$ cat config.mk
export PLATFORM = sky130hd
export DESIGN_NAME = debug_access_lock_gate
export DESIGN_NICKNAME = d
export VERILOG_FILES = /design/src/core/lock_gate_pkg.sv /design/src/core/access_req_if.sv /design/src/core/access_policy.sv /design/src/core/debug_access_lock_gate.sv
export SDC_FILE = /design/constraint.sdc
export NUM_CORES = 1
export LEC_CHECK = 0
export BUFFER_PORTS_ARGS = -buffer_cell sky130_fd_sc_hd__buf_2
export CAP_MARGIN = 25
export CORE_MARGIN = 2
export CORE_UTILIZATION = 35
export CTS_BUF_LIST = sky130_fd_sc_hd__clkbuf_8
export CTS_CLUSTER_SIZE = 24
export DETAILED_ROUTE_END_ITERATION = 10
export PLACE_DENSITY_LB_ADDON = 0.1
export SLEW_MARGIN = 20
export SYNTH_ARGS = -nofsm -noshare
export SYNTH_HDL_FRONTEND = slang
export SYNTH_SLANG_ARGS = --single-unit
export TNS_END_PERCENT = 1
$ cat constraint.sdc
create_clock -name clk_i -period 6.2 [get_ports clk_i]
set_clock_uncertainty 0.15 [all_clocks]
set_input_delay 0.62 -clock clk_i [delete_from_list [all_inputs] [get_ports clk_i]]
set_output_delay 0.62 -clock clk_i [all_outputs]
set_load 0.02 [all_outputs]
$ cat src/core/lock_gate_pkg.sv
package lock_gate_pkg;

  // wishbone register byte offsets
  localparam logic [3:0] STATUS_OFFSET     = 4'h0; // lock state, fuses seen
  localparam logic [3:0] FILL_OFFSET       = 4'h4; // data given on denied reads
  localparam logic [3:0] DENY_CNT_OFFSET   = 4'h8; // denied debug accesses
  localparam logic [3:0] LOCK_KEY_OFFSET   = 4'hc; // lock_key_fuse mirror

  // fuse offset of lock_key_fuse in the fuse area
  localparam logic [7:0] LOCK_KEY_FUSE_OFFSET = 8'h0a;

  // status field positions
  localparam int STATUS_LOCKED_BIT  = 0;
  localparam int STATUS_ERASING_BIT = 1;
  localparam int STATUS_BOOT_LSB    = 8;

  // key value that opens the device; also the factory value after an erase
  localparam logic [7:0] LOCK_KEY_OPEN = 8'hc5;

  // flash blocks of 256 bytes: block number is address shifted by this
  localparam int BOOT_BLOCK_SHIFT = 8;
  // boot end value meaning the whole flash is boot
  localparam logic [7:0] BOOT_END_ALL = 8'h00;

  // reset values
  localparam logic [7:0]  FILL_RESET     = 8'hff;
  localparam logic [15:0] DENY_CNT_RESET = 16'h0000;

  // memory sections a request can address
  typedef enum logic [3:0] {
    SEC_SRAM    = 4'h0,
    SEC_REGS    = 4'h1,
    SEC_FLASH   = 4'h2,
    SEC_EEPROM  = 4'h3,
    SEC_USER_ROW_AREA = 4'h4,
    SEC_SIGNATURE_ROW_AREA  = 4'h5,
    SEC_FUSES   = 4'h6,
    SEC_DBG_CS  = 4'h7, // debug port's own control and status space
    SEC_ASI     = 4'h8  // async_sys_iface
  } section_type;

  // lock gate sequencing
  typedef enum logic [2:0] {
    ST_LOAD  = 3'b001,
    ST_RUN   = 3'b010,
    ST_ERASE = 3'b100
  } gate_state_type;

endpackage

$ cat src/core/access_req_if.sv
// one access request as seen by the policy decider
interface access_req_if;
  import lock_gate_pkg::*;
  section_type section;    // target section
  logic        we;         // write when high
  logic        from_debug; // debug_port origin, else processor
  logic        fuse_cmd;   // issued with the fuse write command
  logic        locked;     // current lock state
  logic        allow;      // decision

  modport requester (output section, output we, output from_debug,
                     output fuse_cmd, output locked, input allow);
  modport decider (input section, input we, input from_debug,
                   input fuse_cmd, input locked, output allow);
endinterface

$ cat src/core/access_policy.sv
// pure access table for one requester
module access_policy
  import lock_gate_pkg::*;
(
  access_req_if.decider req
);

  // table lookup, no state
  always_comb begin
    req.allow = 1'b0;
    if (!req.from_debug) begin
      // processor: same rights locked or open
      case (req.section)
        SEC_SIGNATURE_ROW_AREA: req.allow = !req.we;
        SEC_FUSES:  req.allow = !req.we;
        SEC_DBG_CS: req.allow = 1'b0;    // not a processor target
        SEC_ASI:    req.allow = 1'b0;
        default:    req.allow = 1'b1;
      endcase
    end else if (!req.locked) begin
      // open debug port
      case (req.section)
        SEC_SIGNATURE_ROW_AREA: req.allow = !req.we;
        default:    req.allow = 1'b1;
      endcase
    end else begin
      // locked debug port: own space reads only, plus blind user row writes
      case (req.section)
        SEC_DBG_CS:  req.allow = !req.we;
        SEC_ASI:     req.allow = !req.we;
        SEC_USER_ROW_AREA: req.allow = req.we && req.fuse_cmd;
        default:     req.allow = 1'b0;
      endcase
    end
  end

endmodule

$ cat src/core/debug_access_lock_gate.sv
// Function
// - boot end counts 256-byte blocks; zero means all
// - open only when lock key equals c5
// - locked debug port reads only own space; writes only blind user row
// - processor access unaffected by lock
// - open: debug full access; signature row read-only
// - locked: debug denied all main memories
// - locked: blind user row fuse-command writes allowed
// - only full erase unlocks, restoring factory contents
// - locked erase always clears eeprom
//
// The implementer's own choice: the Wishbone interface to the registers.
module debug_access_lock_gate
  import lock_gate_pkg::*;
#(
  parameter int FLASH_AW = 16 // flash byte address width
) (
  input  wire logic                clk_i,
  input  wire logic                rst_i,
  // fuse values presented by the fuse loader during reset
  input  wire logic [7:0]          lock_key_fuse_i,
  input  wire logic [7:0]          boot_region_end_i,
  input  wire logic                eeprom_keep_on_erase_i,
  // full erase sequence from the nvm controller
  input  wire logic                full_erase_start_i,
  input  wire logic                full_erase_done_i,
  output logic                     erase_eeprom_o,
  // processor requests
  input  wire logic                cpu_req_i,
  input  wire logic                cpu_we_i,
  input  wire logic [3:0]          cpu_section_i,
  output logic                     cpu_grant_o,
  // debug_port requests
  input  wire logic                dbg_req_i,
  input  wire logic                dbg_we_i,
  input  wire logic                dbg_fuse_cmd_i,
  input  wire logic [3:0]          dbg_section_i,
  input  wire logic [7:0]          dbg_mem_rdata_i,
  output logic                     dbg_grant_o,
  output logic [7:0]               dbg_rdata_o,
  // flash boot region classification and lock state
  input  wire logic [FLASH_AW-1:0] flash_addr_i,
  output logic                     flash_in_boot_o,
  output logic                     locked_o,
  // classic wishbone slave
  input  wire logic                cyc_i,
  input  wire logic                stb_i,
  input  wire logic                we_i,
  input  wire logic [3:0]          adr_i,
  input  wire logic [3:0]          sel_i,
  input  wire logic [31:0]         dat_i,
  output logic [31:0]              dat_o,
  output logic                     ack_o
);

  gate_state_type state_q;      // sequencing state
  logic [7:0]     lock_key_q;   // key captured at reset release
  logic [7:0]     boot_end_q;   // boot end captured at reset release
  logic           keep_ee_q;    // eeprom keep fuse captured
  logic           locked;       // decoded lock state
  logic [7:0]     fill_q;       // value returned on denied reads
  logic [15:0]    deny_cnt_q;   // denied debug accesses
  logic           dbg_denied;   // current debug request refused
  logic           erase_ee_q;   // eeprom erase order
  logic           in_boot_q;    // registered boot classification
  logic [7:0]     dbg_rdata_q;  // debug read data
  logic           ack_q;        // bus answer
  logic [31:0]    dat_q;        // bus read data
  logic           bus_wr;       // accepted write this cycle
  logic           cnt_clear;    // software clears the deny counter

  access_req_if cpu_req ();
  access_req_if dbg_req ();

  // any key other than the open one locks, which is how a programmer locks
  assign locked = (lock_key_q != LOCK_KEY_OPEN);

  // sequencing: load fuses once after reset, then run; erase blocks debug
  always_ff @(posedge clk_i) begin
    if (rst_i) begin
      state_q <= ST_LOAD;
    end else begin
      case (state_q)
        ST_LOAD:  state_q <= ST_RUN;
        ST_RUN: begin
          if (full_erase_start_i) begin
            state_q <= ST_ERASE;
          end
        end
        ST_ERASE: begin
          if (full_erase_done_i) begin
            state_q <= ST_RUN;
          end
        end
        default:  state_q <= ST_LOAD;
      endcase
    end
  end

  // fuse capture: held until next reset or erase, never from live pins
  always_ff @(posedge clk_i) begin
    if (rst_i) begin
      lock_key_q <= 8'h00; // safe default: locked until fuses are seen
      boot_end_q <= BOOT_END_ALL;
      keep_ee_q  <= 1'b0;
    end else if (state_q == ST_LOAD) begin
      lock_key_q <= lock_key_fuse_i;
      boot_end_q <= boot_region_end_i;
      keep_ee_q  <= eeprom_keep_on_erase_i;
    end else if (state_q == ST_ERASE && full_erase_done_i) begin
      // erased fuses return to factory content, which opens the part
      lock_key_q <= LOCK_KEY_OPEN;
      boot_end_q <= BOOT_END_ALL;
      keep_ee_q  <= 1'b0;
    end
  end

  // eeprom erase order, taken when the erase begins
  always_ff @(posedge clk_i) begin
    if (rst_i) begin
      erase_ee_q <= 1'b0;
    end else if (state_q == ST_RUN && full_erase_start_i) begin
      erase_ee_q <= locked || !keep_ee_q;
    end else if (state_q != ST_ERASE || full_erase_done_i) begin
      erase_ee_q <= 1'b0; // order ends with the erase, not a cycle later
    end
  end

  // boot region: block index below the end, or zero means whole flash
  always_ff @(posedge clk_i) begin
    if (rst_i) begin
      in_boot_q <= 1'b1;
    end else begin
      in_boot_q <= (boot_end_q == BOOT_END_ALL) ||
                   (FLASH_AW'(flash_addr_i >> BOOT_BLOCK_SHIFT) <
                    FLASH_AW'(boot_end_q));
    end
  end

  // request routing into the policy tables
  assign cpu_req.section    = section_type'(cpu_section_i);
  assign cpu_req.we         = cpu_we_i;
  assign cpu_req.from_debug = 1'b0;
  assign cpu_req.fuse_cmd   = 1'b0;
  assign cpu_req.locked     = locked; // ignored for processor
  assign dbg_req.section    = section_type'(dbg_section_i);
  assign dbg_req.we         = dbg_we_i;
  assign dbg_req.from_debug = 1'b1;
  assign dbg_req.fuse_cmd   = dbg_fuse_cmd_i;
  assign dbg_req.locked     = locked;

  access_policy u_cpu_policy (
    .req (cpu_req)
  );

  access_policy u_dbg_policy (
    .req (dbg_req)
  );

  // grants are combinational handshakes; no debug grant before fuses load
  assign cpu_grant_o = cpu_req_i && cpu_req.allow;
  assign dbg_denied  = dbg_req_i && (!dbg_req.allow || state_q != ST_RUN);
  assign dbg_grant_o = dbg_req_i && !dbg_denied;

  // denied reads still answer, with fill data, so nothing leaks
  always_ff @(posedge clk_i) begin
    if (rst_i) begin
      dbg_rdata_q <= 8'h00;
    end else if (dbg_req_i && !dbg_we_i) begin
      dbg_rdata_q <= dbg_denied ? fill_q : dbg_mem_rdata_i;
    end
  end

  // wishbone: one wait state, ack drops the cycle after it rose
  assign bus_wr    = cyc_i && stb_i && we_i && !ack_q;
  assign cnt_clear = bus_wr && adr_i == DENY_CNT_OFFSET && sel_i[0];

  always_ff @(posedge clk_i) begin
    if (rst_i) begin
      ack_q <= 1'b0;
    end else begin
      ack_q <= cyc_i && stb_i && !ack_q;
    end
  end

  // fill register, low byte lane only
  always_ff @(posedge clk_i) begin
    if (rst_i) begin
      fill_q <= FILL_RESET;
    end else if (bus_wr && adr_i == FILL_OFFSET && sel_i[0]) begin
      fill_q <= dat_i[7:0];
    end
  end

  // deny counter saturates; a refusal in the clear cycle still counts
  always_ff @(posedge clk_i) begin
    if (rst_i) begin
      deny_cnt_q <= DENY_CNT_RESET;
    end else if (dbg_denied) begin
      if (cnt_clear) begin
        deny_cnt_q <= 16'h0001;
      end else if (deny_cnt_q != 16'hffff) begin
        deny_cnt_q <= deny_cnt_q + 16'h0001;
      end
    end else if (cnt_clear) begin
      deny_cnt_q <= DENY_CNT_RESET;
    end
  end

  // read data mux, registered with the ack; unmapped reads zero
  always_ff @(posedge clk_i) begin
    if (rst_i) begin
      dat_q <= 32'h0000_0000;
    end else if (cyc_i && stb_i && !we_i && !ack_q) begin
      case (adr_i)
        STATUS_OFFSET: begin
          dat_q                       <= 32'h0000_0000;
          dat_q[STATUS_LOCKED_BIT]    <= locked;
          dat_q[STATUS_ERASING_BIT]   <= (state_q == ST_ERASE);
          dat_q[STATUS_BOOT_LSB +: 8] <= boot_end_q;
        end
        FILL_OFFSET:     dat_q <= {24'h00_0000, fill_q};
        DENY_CNT_OFFSET: dat_q <= {16'h0000, deny_cnt_q};
        LOCK_KEY_OFFSET: dat_q <= {24'h00_0000, lock_key_q};
        default:         dat_q <= 32'h0000_0000;
      endcase
    end
  end

  assign ack_o           = ack_q;
  assign dat_o           = dat_q;
  assign dbg_rdata_o     = dbg_rdata_q;
  assign erase_eeprom_o  = erase_ee_q;
  assign flash_in_boot_o = in_boot_q;
  assign locked_o        = locked;

endmodule

==> impl_metrics.yaml <==
outcome:
  status: "complete, no violations"
global_routing:
  track_usage: 0.171
  antenna_found_initial: 0
  grt_pass1_vias: 3058
  gr-total-overflow: 0
  grt_pass1_wl_mm: 15.1
  grt_max_degree: 58
pwr:
  combPwrFrac: 0.145
  p_sw_mw: 0.288
  power_frac_seq: 0.492
  ir_drop_mv: 0.0975
  clkPwrFrac: 0.363
  swShare: 0.282
  power_density_nw_per_um2: 240
  p_int_mw: 0.734
  leakage_nw: 1.80
min_path:
  hold_class: "input port to flop"
  holdPathStages: 2
drt:
  ant_nets: 0
  wl_per_cell_microns: 14.3
  drc: 0
  num_vias: 3212
  drt-pass1-iter-count: 5
  drt-initial-drc-count: 181
  wl_mm: 9.13
  viasPerCell: 5.02
synthesis:
  ys_ff_latch: 71
  ys.flop_type: "dfxtp_1"
  synth.avg_cell_area_sq_um: 8.52
  yosysWarnings: 0
  synthArstFlopShare: 0
  synth_edf_count: 0
  ys_seq_area_frac: 0.400
  synth.distinct_cells: 54
  netlist_instances: 417
  synth_area_sq_um: 3550
setup_path:
  end_kind: "primary output"
  crit_type: "input port to primary output"
  cp_data_arrival_time_ps: 2140
  required_ps: 5430
  rrSetupSlack_ps: 3760
  reg2regPathDepth: 7
  worstSetupStartpointType: "input port"
  cp_max_fo: 24
sta:
  hold_violations: 0
  slew_headroom: 0.343
  max_freq_mhz: 344
  post-route-period-util: 0.469
  setup_viol: 0
  tightestPinTransition_ps: 982
  final.min_clock_period_ps: 2910
  final-max-slew-violation-count: 0
  setup_tns_ps: 0
  rsz0062_at_grt: "false"
clocking:
  cts-root-buf: "clkbuf_8"
  path_clk_slew_ps: 80
  hold_buffers: 0
  clockBufferDepth: 2
  cts_sinks: 71
  cts_tree: "built"
  h-tree-depth: 3
  post_cts_buffers: 0
  clk_latency_ps: 340
  numCtsBuffers: 9
  ctsResizeCount: 0
floorplanning:
  initial_core_util: 0.362
  die_area_sq_um: 11000
  chipWidth_microns: 105
  io_pins: 147
  die_h_microns: 105
  num_rows: 36
  coreArea_sq_um: 9820
finish:
  drive_gt1_frac: 0.254
  final_cell_mix: "94 x buf_2, 76 x nor2_1, 71 x dfxtp_1, 35 x a21oi_1, 31 x a22oi_1"
  areaGrowthSynthToFinish_pct: 19.7
  post-route-util: 0.433
  final_nets: 611
  antennaDiodeCount: 0
  layout_commonest_cell: "buf_2"
  stdcell_area_sq_um: 4260
placement:
  placed_cell_area_sq_um: 4060
  hpwl_mm: 6.69
  gp_congestion: 0.771
  io_buffer_count: 95
flow_run:
  drv_cap: 0
## worst paths after layout
kind / start / to
worst max register to register: lock_key_q[6] / deny_cnt_q[15]
worst min register to register: dat_o[14] / dat_o[14]
worst max-delay path: dbg_section_i[1] / dbg_grant_o
worst min-delay path: dat_i[7] / fill_q[7]
## power by group through the flow
stage / Sequential, mW / Clock (mW) / Combinational, mW
2_1_floorplan: 0.512 / 0 / 0.102
3_3_place_gp: 0.513 / 0 / 0.148
3_5_place_dp: 0.513 / 0 / 0.150
4_1_cts: 0.502 / 0.383 / 0.150
5_1_grt: 0.506 / 0.403 / 0.168
6_report: 0.502 / 0.371 / 0.148
## per-stage QoR
stage                     instances  power, mW  worst slack [ps]  hold WS, ps
after global routing            640       1.08              3190          319
after global placement          624      0.660              3310          317
after detailed placement        624      0.663              3300          322
after floorplan                 432      0.614              3470          317
after CTS                       640       1.04              3290          313
final                           640       1.02              3290          327
## synth_stat cells (all sizes together) (2+ instances only)
cell,instances,area (sq um)
or3,5,31.3
or4b,2,23.8
mux2i,10,100
nor4,3,25.0
inv,13,48.8
buf,25,170
clkbuf,13,48.8
a211oi,10,75.1
a31oi,2,12.5
a211o,8,70.1
or2,5,31.3
and3,5,32.5
nand3b,2,15.0
nor4bb,4,40.0
a22oi,31,233
nor2b,9,56.3
dfxtp,71,1420
nand2,14,52.6
nor2,77,292
o21ai,4,20.0
a21oi,35,175
nor3,6,30.0
xor2,9,78.8
nand3,6,30.0
nand2b,6,37.5
nand4,13,100
nor4b,3,47.5
a21o,4,30.0
ha,8,100
## worst max-delay path, stage by stage
cell	delay, ps
buf_2	110
or4b_1	510
a21oi_1	260
o31ai_4	90
buf_4	250
nor2_1	110
buf_2	170
## flip-flops by register name (all words and copies together), names as in the netlist
| signal | count |
|---|---|
| dat_o | 16 |
| dbg_rdata_o | 8 |
| erase_eeprom_o | 1 |
| deny_cnt_q | 16 |
| state_q | 3 |
| lock_key_q | 8 |
| ack_o | 1 |
| boot_end_q | 8 |
| fill_q | 8 |
| flash_in_boot_o | 1 |
| keep_ee_q | 1 |
## logic make-up after synthesis
group,count (synthesis),share of synthesized area
xor gates and xnor gates,10,0.0246
adders and majority gates,9,0.0310
and+or+nand+nor,165,0.249
DFF,71,0.400
other,1,0.00105
muxes,10,0.0282
AOI/OAI and AO/OA,100,0.191
buffers and inverters,51,0.0753
## per-layer routing
| layer | track usage | wire length, microns | up-vias |
|---|---|---|---|
| li1 | - | - | 1630 |
| met3 | 0.0474 | 549 | 11 |
| met5 | 0 | 0 | - |
| met1 | 0.227 | 4310 | 1475 |
| met4 | 0.0505 | 107 | 0 |
| met2 | 0.271 | 4160 | 96 |
## final cells by class
| type | instances | area (sq um) |
|---|---|---|
| fill | 1040 | 5560 |
| multi-input combinational | 310 | 1930 |
| sequential | 71 | 1420 |
| timing repair buffer | 97 | 493 |
| tap | 133 | 166 |
| clock buffer | 10 | 138 |
| clock inverter | 6 | 60.1 |
| inverter | 13 | 48.8 |
Power figures use the tool's default switching activity.
